$ cat config.mk
export PLATFORM = sky130hd
export DESIGN_NAME = arb_bank
export DESIGN_NICKNAME = d
export VERILOG_FILES = /design/src/arb_pkg.sv /design/src/arb_match_unit.sv /design/src/arb_bank.sv
export SDC_FILE = /design/constraint.sdc
export NUM_CORES = 2
export LEC_CHECK = 0
export BUFFER_PORTS_ARGS = -buffer_cell sky130_fd_sc_hd__buf_2
export CORE_UTILIZATION = 40
export DETAILED_ROUTE_END_ITERATION = 10
export MAX_ROUTING_LAYER = met4
export SYNTH_ARGS = -nofsm -noshare
export SYNTH_HDL_FRONTEND = slang
export SYNTH_HIERARCHICAL = 1
export SYNTH_SLANG_ARGS = --single-unit
export TNS_END_PERCENT = 30
$ cat constraint.sdc
create_clock -name clk -period 3.9 [get_ports clk]
set_input_delay 0.78 -clock clk [delete_from_list [all_inputs] [get_ports clk]]
set_output_delay 0.78 -clock clk [all_outputs]
set_load 0.005 [all_outputs]
$ cat src/arb_pkg.sv
// Constants and types of the ACL rule byte bank
`default_nettype none
package arb_pkg;

    // ********************************
    // Sizes
    // ********************************
    localparam int ADDR_W     = 8;
    localparam int DATA_W     = 8;
    localparam int NUM_PORTS  = 5;
    localparam int RULE_BYTES = 16;
    localparam int OFS_W      = 4;
    localparam int PIDX_W     = 3;

    // ********************************
    // Direct register offsets
    // ********************************
    localparam logic [7:0] REG_TBL_SEL   = 8'h6e;
    localparam logic [7:0] REG_BYTE_OFS  = 8'h6f;
    localparam logic [7:0] REG_BYTE_DATA = 8'ha0;

    // ********************************
    // Table-select register fields
    // ********************************
    localparam int         TBL_HI     = 7;
    localparam int         TBL_LO     = 5;
    localparam logic [2:0] TBL_ACL    = 3'h2;
    localparam int         PORT_HI    = 3;
    localparam int         PORT_LO    = 0;
    localparam logic [3:0] PORT_FIRST = 4'h1;
    localparam logic [3:0] PORT_LAST  = 4'h5;

    // ********************************
    // Rule byte offsets
    // ********************************
    localparam logic [3:0] OFS_MAX_LO  = 4'h0;
    localparam logic [3:0] OFS_MIN_HI  = 4'h1;
    localparam logic [3:0] OFS_MAX_HI  = 4'h2;
    localparam logic [3:0] OFS_MIN_LO  = 4'h3;
    localparam logic [3:0] OFS_MODE    = 4'h4;
    localparam logic [3:0] OFS_PROTO   = 4'h5;
    localparam logic [3:0] OFS_IP_MSB  = 4'h2;
    localparam logic [3:0] OFS_MSK_MSB = 4'h6;

    // ********************************
    // Rule field positions
    // ********************************
    localparam int         MODE_HI    = 2;
    localparam int         MODE_LO    = 1;
    localparam int         PROTO_TOP  = 0;
    localparam int         FME_BIT    = 0;
    localparam logic [7:0] MODE_WMASK = 8'h07;
    localparam logic [7:0] FULL_WMASK = 8'hff;

    // ********************************
    // Reset values
    // ********************************
    localparam logic [7:0] RULE_RST  = 8'h00;
    localparam logic [7:0] SEL_RST   = 8'h00;
    localparam logic [7:0] OFS_RST   = 8'h00;
    localparam logic [7:0] RDATA_RST = 8'h00;

    // ********************************
    // Types
    // ********************************
    typedef enum logic [1:0] {
        CMP_OFF     = 2'h0,
        CMP_EITHER  = 2'h1,
        CMP_INSIDE  = 2'h2,
        CMP_OUTSIDE = 2'h3
    } arb_cmp_mode_t;

    typedef struct packed {
        logic [31:0]   rule_ip_address;
        logic [31:0]   rule_ip_bitmask;
        logic [15:0]   max_port;
        logic [15:0]   min_port;
        arb_cmp_mode_t mode;
        logic [7:0]    proto;
        logic          tcp_flag_match_enable;
    } arb_rule_t;

    typedef struct packed {
        logic [31:0] ip;
        logic [15:0] l4_port;
    } arb_pkt_t;

    typedef struct packed {
        logic l3;
        logic l4;
    } arb_match_t;

endpackage : arb_pkg
`default_nettype wire

$ cat src/arb_match_unit.sv
// Layer 3 and Layer 4 comparison for one port's rule
`timescale 1ns/1ps
`default_nettype none
module arb_match_unit (
    input  wire logic               clk,
    input  wire logic               rst_n,
    input  wire arb_pkg::arb_rule_t rule,
    input  wire arb_pkg::arb_pkt_t  pkt,
    output arb_pkg::arb_match_t     match
);
    import arb_pkg::*;

    logic       l3_hit;
    logic       in_range;
    logic       on_bound;
    logic       l4_hit;
    arb_match_t match_reg;

    // ********************************
    // Comparators
    // ********************************
    assign l3_hit = ((pkt.ip ^ rule.rule_ip_address) & rule.rule_ip_bitmask) == '0;
    assign on_bound = (pkt.l4_port == rule.max_port) ||
                      (pkt.l4_port == rule.min_port);
    assign in_range = (pkt.l4_port >= rule.min_port) &&
                      (pkt.l4_port <= rule.max_port);

    always_comb begin
        case (rule.mode)
            CMP_OFF:     l4_hit = 1'b0;
            CMP_EITHER:  l4_hit = on_bound;
            CMP_INSIDE:  l4_hit = in_range;
            CMP_OUTSIDE: l4_hit = !in_range;
            default:     l4_hit = 1'b0;
        endcase
    end

    always_ff @(posedge clk or negedge rst_n) begin
        if (!rst_n) begin
            match_reg <= '0;
        end else begin
            match_reg.l3 <= l3_hit;
            match_reg.l4 <= l4_hit;
        end
    end

    assign match = match_reg;

    // ********************************
    // Checks
    // ********************************
    property p_l3_mask;
        @(posedge clk) disable iff (!rst_n)
        (rule.rule_ip_bitmask == '0) |=> match.l3;
    endproperty
    a_l3_mask: assert property (p_l3_mask)
        else $error("zero mask must give a layer 3 match");

    property p_l4_mode;
        @(posedge clk) disable iff (!rst_n)
        (rule.mode == CMP_OUTSIDE && pkt.l4_port < rule.min_port)
            |=> match.l4;
    endproperty
    a_l4_mode: assert property (p_l4_mode)
        else $error("port below range must match outside mode");

endmodule : arb_match_unit
`default_nettype wire

$ cat src/arb_bank.sv
// Indirectly reached per-port ACL rule byte bank with match outputs
//
// The plain strobed port was left to the implementer.
`timescale 1ns/1ps
`default_nettype none

module arb_bank (
    input  wire logic                      clk,
    input  wire logic                      rst_n,
    input  wire logic [7:0]                bus_addr,
    input  wire logic [7:0]                bus_wdata,
    input  wire logic                      bus_wr,
    input  wire logic                      bus_rd,
    output logic [7:0]                     bus_rdata,
    input  wire arb_pkg::arb_pkt_t         pkt,
    output arb_pkg::arb_rule_t [4:0]       rule_out,
    output arb_pkg::arb_match_t [4:0]      match_out
);
    import arb_pkg::*;

    // ********************************
    // Storage
    // ********************************
    logic [7:0] sel_reg;
    logic [7:0] sel_next;
    logic [7:0] ofs_reg;
    logic [7:0] ofs_next;
    logic [7:0] rdata_reg;
    logic [7:0] rdata_next;
    logic [7:0] rule_mem [NUM_PORTS][RULE_BYTES];

    // ********************************
    // Decode
    // ********************************
    logic              tbl_hit;
    logic [3:0]        port_num;
    logic              port_ok;
    logic              ofs_ok;
    logic              ind_ok;
    logic [PIDX_W-1:0] port_idx;
    logic [OFS_W-1:0]  ofs_idx;
    logic [7:0]        cur_byte;
    logic [7:0]        wr_byte;
    logic              wr_sel;
    logic              wr_ofs;
    logic              wr_data;
    logic [7:0]        rd_mux;

    // Writable bits of one rule byte
    function automatic logic [7:0] rw_mask(input logic [OFS_W-1:0] ofs);
        rw_mask = (ofs == OFS_MODE) ? MODE_WMASK : FULL_WMASK;
    endfunction : rw_mask

    assign tbl_hit  = sel_reg[TBL_HI:TBL_LO] == TBL_ACL;
    assign port_num = sel_reg[PORT_HI:PORT_LO];
    assign port_ok  = (port_num >= PORT_FIRST) &&
                      (port_num <= PORT_LAST);
    assign ofs_ok   = ofs_reg[ADDR_W-1:OFS_W] == '0;
    assign ind_ok   = tbl_hit && port_ok && ofs_ok;
    assign port_idx = PIDX_W'(port_num - PORT_FIRST);
    assign ofs_idx  = ofs_reg[OFS_W-1:0];

    // Out-of-window accesses read zero
    assign cur_byte = ind_ok ?
                      (rule_mem[port_idx][ofs_idx] & rw_mask(ofs_idx)) :
                      8'h00;
    assign wr_byte  = bus_wdata & rw_mask(ofs_idx);

    assign wr_sel  = bus_wr && (bus_addr == REG_TBL_SEL);
    assign wr_ofs  = bus_wr && (bus_addr == REG_BYTE_OFS);
    assign wr_data = bus_wr && (bus_addr == REG_BYTE_DATA) && ind_ok;

    // ********************************
    // Read mux
    // ********************************
    always_comb begin
        case (bus_addr)
            REG_TBL_SEL:   rd_mux = sel_reg;
            REG_BYTE_OFS:  rd_mux = ofs_reg;
            REG_BYTE_DATA: rd_mux = cur_byte;
            default:       rd_mux = 8'h00;
        endcase
    end

    assign sel_next   = wr_sel ? bus_wdata : sel_reg;
    assign ofs_next   = wr_ofs ? bus_wdata : ofs_reg;
    assign rdata_next = bus_rd ? rd_mux : RDATA_RST;

    // ********************************
    // Direct registers
    // ********************************
    always_ff @(posedge clk or negedge rst_n) begin
        if (!rst_n) begin
            sel_reg   <= SEL_RST;
            ofs_reg   <= OFS_RST;
            rdata_reg <= RDATA_RST;
        end else begin
            sel_reg   <= sel_next;
            ofs_reg   <= ofs_next;
            rdata_reg <= rdata_next;
        end
    end

    assign bus_rdata = rdata_reg;

    // ********************************
    // Rule byte array
    // ********************************
    always_ff @(posedge clk or negedge rst_n) begin
        if (!rst_n) begin
            for (int p = 0; p < NUM_PORTS; p++) begin
                for (int b = 0; b < RULE_BYTES; b++) begin
                    rule_mem[p][b] <= RULE_RST;
                end
            end
        end else if (wr_data) begin
            rule_mem[port_idx][ofs_idx] <= wr_byte;
        end
    end

    // ********************************
    // Per-port field view and matching
    // ********************************
    for (genvar g = 0; g < NUM_PORTS; g++) begin : g_port
        assign rule_out[g].rule_ip_address = {
            rule_mem[g][OFS_IP_MSB],
            rule_mem[g][OFS_IP_MSB + 4'h1],
            rule_mem[g][OFS_IP_MSB + 4'h2],
            rule_mem[g][OFS_IP_MSB + 4'h3]
        };
        assign rule_out[g].rule_ip_bitmask = {
            rule_mem[g][OFS_MSK_MSB],
            rule_mem[g][OFS_MSK_MSB + 4'h1],
            rule_mem[g][OFS_MSK_MSB + 4'h2],
            rule_mem[g][OFS_MSK_MSB + 4'h3]
        };
        assign rule_out[g].max_port = {
            rule_mem[g][OFS_MAX_HI],
            rule_mem[g][OFS_MAX_LO]
        };
        assign rule_out[g].min_port = {
            rule_mem[g][OFS_MIN_HI],
            rule_mem[g][OFS_MIN_LO]
        };
        assign rule_out[g].mode = arb_cmp_mode_t'(
            rule_mem[g][OFS_MODE][MODE_HI:MODE_LO]);
        assign rule_out[g].proto = {
            rule_mem[g][OFS_MODE][PROTO_TOP],
            rule_mem[g][OFS_PROTO][7:1]
        };
        assign rule_out[g].tcp_flag_match_enable =
            rule_mem[g][OFS_PROTO][FME_BIT];

        arb_match_unit u_match (
            .clk   (clk),
            .rst_n (rst_n),
            .rule  (rule_out[g]),
            .pkt   (pkt),
            .match (match_out[g])
        );
    end

    // ********************************
    // Checks
    // ********************************
    logic wr_port1;
    assign wr_port1 = wr_data && (port_num == PORT_FIRST);

    property p_tbl_gate;
        @(posedge clk) disable iff (!rst_n)
        (bus_rd && bus_addr == REG_BYTE_DATA && !tbl_hit)
            |=> (bus_rdata == 8'h00);
    endproperty
    a_tbl_gate: assert property (p_tbl_gate)
        else $error("data read outside the ACL table not zero");

    property p_port_range;
        @(posedge clk) disable iff (!rst_n)
        (bus_wr && bus_addr == REG_TBL_SEL &&
         bus_wdata[TBL_HI:TBL_LO] == TBL_ACL &&
         bus_wdata[PORT_HI:PORT_LO] > PORT_LAST)
            |=> !port_ok;
    endproperty
    a_port_range: assert property (p_port_range)
        else $error("port above five accepted");

    property p_max_hi;
        @(posedge clk) disable iff (!rst_n)
        (wr_port1 && ofs_idx == OFS_MAX_HI)
            |=> (rule_out[0].max_port[15:8] == $past(bus_wdata));
    endproperty
    a_max_hi: assert property (p_max_hi)
        else $error("offset 0x02 did not land in max bound high");

    property p_wr_rd;
        @(posedge clk) disable iff (!rst_n)
        (wr_data && ofs_idx != OFS_MODE) ##1
        (bus_rd && bus_addr == REG_BYTE_DATA && $stable(sel_reg) &&
         $stable(ofs_reg))
            |=> (bus_rdata == $past(bus_wdata, 2));
    endproperty
    a_wr_rd: assert property (p_wr_rd)
        else $error("data read did not return written byte");

    property p_mask_msb;
        @(posedge clk) disable iff (!rst_n)
        (wr_port1 && ofs_idx == OFS_MSK_MSB)
            |=> (rule_out[0].rule_ip_bitmask[31:24] == $past(bus_wdata));
    endproperty
    a_mask_msb: assert property (p_mask_msb)
        else $error("mask MSB not at offset 0x06");

    property p_min_lo;
        @(posedge clk) disable iff (!rst_n)
        (wr_port1 && ofs_idx == OFS_MIN_LO)
            |=> (rule_out[0].min_port[7:0] == $past(bus_wdata)) ##1
                ($stable(rule_out[0].min_port) || $past(wr_data));
    endproperty
    a_min_lo: assert property (p_min_lo)
        else $error("min bound low byte not held");

    property p_resv;
        @(posedge clk) disable iff (!rst_n)
        (bus_rd && bus_addr == REG_BYTE_DATA && ofs_reg == 8'h04)
            |=> (bus_rdata[7:3] == 5'h00);
    endproperty
    a_resv: assert property (p_resv)
        else $error("reserved bits of offset 0x04 not zero");

    property p_proto_lo;
        @(posedge clk) disable iff (!rst_n)
        (wr_port1 && ofs_idx == OFS_PROTO)
            |=> (rule_out[0].tcp_flag_match_enable == $past(bus_wdata[FME_BIT])) &&
                (rule_out[0].proto[6:0] == $past(bus_wdata[7:1]));
    endproperty
    a_proto_lo: assert property (p_proto_lo)
        else $error("offset 0x05 fields misplaced");

    property p_rd_idle;
        @(posedge clk) disable iff (!rst_n)
        !bus_rd
            |=> (bus_rdata == 8'h00);
    endproperty
    a_rd_idle: assert property (p_rd_idle)
        else $error("read data not zero outside the read cycle");

    property p_ofs_gate;
        @(posedge clk) disable iff (!rst_n)
        (bus_rd && bus_addr == REG_BYTE_DATA && !ofs_ok)
            |=> (bus_rdata == 8'h00);
    endproperty
    a_ofs_gate: assert property (p_ofs_gate)
        else $error("data read beyond the rule bytes not zero");

    property p_port_gate;
        @(posedge clk) disable iff (!rst_n)
        (bus_rd && bus_addr == REG_BYTE_DATA && !port_ok)
            |=> (bus_rdata == 8'h00);
    endproperty
    a_port_gate: assert property (p_port_gate)
        else $error("data read for a port outside 1 to 5 not zero");

    property p_sel_rd;
        @(posedge clk) disable iff (!rst_n)
        (bus_rd && bus_addr == REG_TBL_SEL)
            |=> (bus_rdata == $past(sel_reg));
    endproperty
    a_sel_rd: assert property (p_sel_rd)
        else $error("table select read back wrong");

    property p_ofs_rd;
        @(posedge clk) disable iff (!rst_n)
        (bus_rd && bus_addr == REG_BYTE_OFS)
            |=> (bus_rdata == $past(ofs_reg));
    endproperty
    a_ofs_rd: assert property (p_ofs_rd)
        else $error("byte offset read back wrong");

    property p_no_wr;
        @(posedge clk) disable iff (!rst_n)
        !wr_data
            |=> $stable(rule_out);
    endproperty
    a_no_wr: assert property (p_no_wr)
        else $error("rule storage changed without an accepted write");

    property p_mode_field;
        @(posedge clk) disable iff (!rst_n)
        (wr_port1 && ofs_idx == OFS_MODE)
            |=> (rule_out[0].mode == $past(bus_wdata[MODE_HI:MODE_LO])) &&
                (rule_out[0].proto[7] == $past(bus_wdata[PROTO_TOP]));
    endproperty
    a_mode_field: assert property (p_mode_field)
        else $error("compare mode or protocol top bit misplaced");

    property p_resv_wr;
        @(posedge clk) disable iff (!rst_n)
        (wr_port1 && ofs_idx == OFS_MODE)
            |=> (rule_out[0].rule_ip_address[15:11] == 5'h00);
    endproperty
    a_resv_wr: assert property (p_resv_wr)
        else $error("reserved bits of offset 0x04 were stored");

endmodule : arb_bank
`default_nettype wire

==> reports/qor.log <==
INFO  run_status     result_of_the_run=finished, violations left
INFO  run_status     violations_in_the_final_reports=setup timing
INFO  logic_synthesis seq_area_frac_synth=0.412
INFO  clock_tree     numClockSinks=674
INFO  hold_path      hp-class=input pin to async pin
INFO  power          power.density_cell_area=362mW/mm²
INFO  power          finalPower=16400µW
INFO  floorplanning  core=0.101mm²
INFO  clock_tree     clock_latency=0.67ns
INFO  placement      dp_hpwl=148mm
INFO  clock_tree     cts_repair_resize_count=0
INFO  global_routing grt_max_degree=93
INFO  logic_synthesis synthFlopType=sky130_fd_sc_hd__dfrtp_1
INFO  final_layout   areaGrowthSynthToFinish=10.7%
INFO  floorplanning  fp.dieH=322µm
INFO  clock_tree     post-cts-setup-buffer-count=0
INFO  worst_setup_path critical_path_class=flop to flop
INFO  global_routing grt_pass1_vias=32061
INFO  placement      post-place-cells=5603
INFO  placement      portBuffers=620
INFO  final_layout   fin_cells=5748
INFO  logic_synthesis postSynth.asyncResetShare=1.00
INFO  clock_tree     cts_tree=built
INFO  logic_synthesis ys_warn_count=6
INFO  clock_tree     numCtsBuffers=78
INFO  clock_tree     clkSlewWorstSetupHoldPaths=0.06ns
INFO  final_layout   most-common-layout-cells=sky130_fd_sc_hd__dfrtp_1, sky130_fd_sc_hd__buf_2, sky130_fd_sc_hd__nand2_1, sky130_fd_sc_hd__o21ai_0, sky130_fd_sc_hd__mux2_2
INFO  worst_setup_path timing.critical_path.fanout_max=80
INFO  worst_setup_path arrival_time_of_data_at_the_critical_path_endpoint=4.51ns
INFO  timing         fin_ws=-0.0583ns
INFO  logic_synthesis synthesis.area_per_instance=9.76µm²
INFO  route          vias=34671
INFO  final_layout   largest_reg_flops=400
INFO  clock_tree     htreeDepth=3
INFO  clock_tree     clock_tree.buffer_depth=3
INFO  floorplanning  die-area=0.104mm²
INFO  power          peak_vdd_ir=0.000266V
INFO  timing         finalSetupTns=-0.0583ns
INFO  floorplanning  placement_rows=116
INFO  logic_synthesis yosys_register_bits=674
INFO  timing         timing_max_transition_violations_final=0
INFO  logic_synthesis synth_enable_flop_cells=0
INFO  final_layout   fillers=9873
INFO  logic_synthesis synth_fp_nets=4421
INFO  global_routing grt_pass1_wl=264mm
INFO  final_layout   layout_commonest_cell=sky130_fd_sc_hd__dfrtp_1
INFO  route          route.detailed.vias_per_inst=6.03
INFO  clock_tree     root_buffer=sky130_fd_sc_hd__clkbuf_16
INFO  logic_synthesis yosys.cell_types.count=77
INFO  timing         grt_setup_unrepaired=false
INFO  timing         finalWorstPathRequiredPeriod=3.96ns
INFO  worst_setup_path endpoint_kind=flop
INFO  final_layout   share_of_final_layout_standard_cells_stronger_than_drive_strength_1=0.287
INFO  global_routing number_of_antenna_violations_at_the_first_check_in_global_routing=14
INFO  route          drt_first_pass_iters=8
INFO  logic_synthesis netlist_top_cells_area=sky130_fd_sc_hd__dfrtp_1, sky130_fd_sc_hd__buf_4, sky130_fd_sc_hd__mux2_2, sky130_fd_sc_hd__ha_1, sky130_fd_sc_hd__nand2_1
INFO  timing         hold_violations=0
INFO  floorplanning  initial_utilization=0.406
INFO  global_routing grtUsageTotal=0.377
INFO  timing         worst_clock_skew=0.0441ns
INFO  global_routing overflow=0
INFO  clock_tree     postCtsHoldBufs=0
INFO  logic_synthesis synthesis.area=0.0409mm²
INFO  timing         setup_violations=1
INFO  logic_synthesis synthDominantCellAreaShare=0.412
INFO  route          finalWirelength=193mm
INFO  final_layout   layout.nets=4556
INFO  timing         upper_clock_frequency_limit=253MHz
INFO  placement      finalWeightedCongestion=1.08
INFO  worst_setup_path startpoint_type_of_the_worst_setup_path=flop
INFO  route          routed_wire_length_per_instance=33.6µm
INFO  floorplanning  die_x=322µm
INFO  timing         worst_slew_margin_relative_to_its_limit=0.0810
INFO  worst_setup_path worst_ep_required_time=4.45ns
INFO  route          detail_route.iter0.violations=4624
INFO  power          total_leakage_power=0.0228µW
INFO  job            cap_viol_max_count=0
INFO  route          route.detailed.drc=0
INFO  placement      preCtsSetupSlack=-0.285ns
INFO  floorplanning  top_level_ports=621
INFO  timing         worst-slew-pin-transition=1.38ns
INFO  route          ant_nets=0
INFO  logic_synthesis netlist_instances=4191
INFO  logic_synthesis synth.largest_area_cell=sky130_fd_sc_hd__dfrtp_1
INFO  timing         post-route-period-util=1.01
INFO  timing         final.hold.worst_slack=0.170ns
-- where the power goes --
group | internal, µW | switching, µW | total [µW] | leakage, µW
clock | 4620 | 3170 | 7790 | 0.00130
combinational | 439 | 1140 | 1580 | 0.0121
sequential | 7000 | 15.8 | 7020 | 0.00938
total | 12100 | 4330 | 16400 | 0.0228
-- cell usage after synthesis, drive strengths merged (4+ instances only) --
cell,count
inv,177
o221ai,7
ha,162
a221o,7
a22oi,103
mux4,30
xor2,161
o22ai,59
mux2,264
and2,33
nand4,68
o2111ai,4
and4,10
o211ai,8
a21o,5
a22o,7
or3,6
buf,637
a32oi,10
a21oi,106
nor2b,11
o21a,11
a221oi,12
clkbuf,153
and3,21
o31ai,4
dfrtp,674
o221a,5
a31oi,37
nand3,120
o21ai,421
or4,6
o2111a,5
nand2,509
nor4,17
a211o,8
and4b,4
nor2,63
o32ai,5
mux2i,157
nor3,27
a211oi,20
-- through the flow --
| step | area (µm²) | utilization |
|---|---|---|
| after floorplan | 40900 | - |
| after global placement | 42600 | 0.423 |
| after detailed placement | 42600 | 0.423 |
| after CTS | 45300 | 0.449 |
| after global routing | 45300 | 0.450 |
| final | 45300 | 0.450 |
-- worst max-delay path: stages (launching register included) --
cell,delay (ns)
sky130_fd_sc_hd__dfrtp_4,0.44
sky130_fd_sc_hd__buf_12,0.47
sky130_fd_sc_hd__buf_4,0.55
sky130_fd_sc_hd__mux2i_1,0.37
sky130_fd_sc_hd__o22ai_1,0.13
sky130_fd_sc_hd__nor3_1,1.05
sky130_fd_sc_hd__a211oi_1,0.28
sky130_fd_sc_hd__a31oi_1,0.25
sky130_fd_sc_hd__a21oi_1,0.09
sky130_fd_sc_hd__buf_4,0.13
-- layer usage --
metal	up-vias	track usage	share of wire	routed length, µm
li1	14504	-	-	-
met1	17316	0.466	0.38	73600
met2	2286	0.554	0.44	84700
met3	565	0.0783	0.10	19200
met4	0	0.255	0.081	15600
met5	-	-	0	0
-- kinds of logic after synthesis --
logic type                 synth area share
and+or+nand+nor                       0.105
xor gates and xnor gates             0.0349
adders and majority gates            0.0496
buffers and inverters                 0.142
AOI/OAI and AO/OA                     0.129
muxes                                 0.128
DFF                                   0.412
-- area by class of cell --
class | count | area, µm² | area share
Multi-Input combinational cell | 2549 | 18300 | 0.404
Sequential cell | 674 | 16900 | 0.372
Timing Repair Buffer | 845 | 5080 | 0.112
Clock buffer | 102 | 2150 | 0.0475
Tap cell | 1357 | 1700 | 0.0375
Inverter | 178 | 668 | 0.0148
Clock inverter | 33 | 480 | 0.0106
Antenna cell | 10 | 25.0 | 0.000553
-- final timing paths --
path                                            from                        end  slack (ns)  cells past startpoint
max                           sel_reg[0]$_DFFE_PN0P_     bus_rdata[3]$_DFF_PN0_       -0.06                      9
min                                            rst_n  rule_mem[533]$_DFFE_PN0P_        0.17                      1
max reg2reg                   sel_reg[0]$_DFFE_PN0P_     bus_rdata[3]$_DFF_PN0_       -0.06                      9
min reg2reg                rule_mem[165]$_DFFE_PN0P_  rule_mem[165]$_DFFE_PN0P_        0.48                      2
max in group asynchronous                      rst_n  rule_out[147]$_DFFE_PN0P_        2.51                      2
min in group clk                        bus_wdata[6]     ofs_reg[6]$_DFFE_PN0P_        0.39                      2
Power figures use the tool's default switching activity.
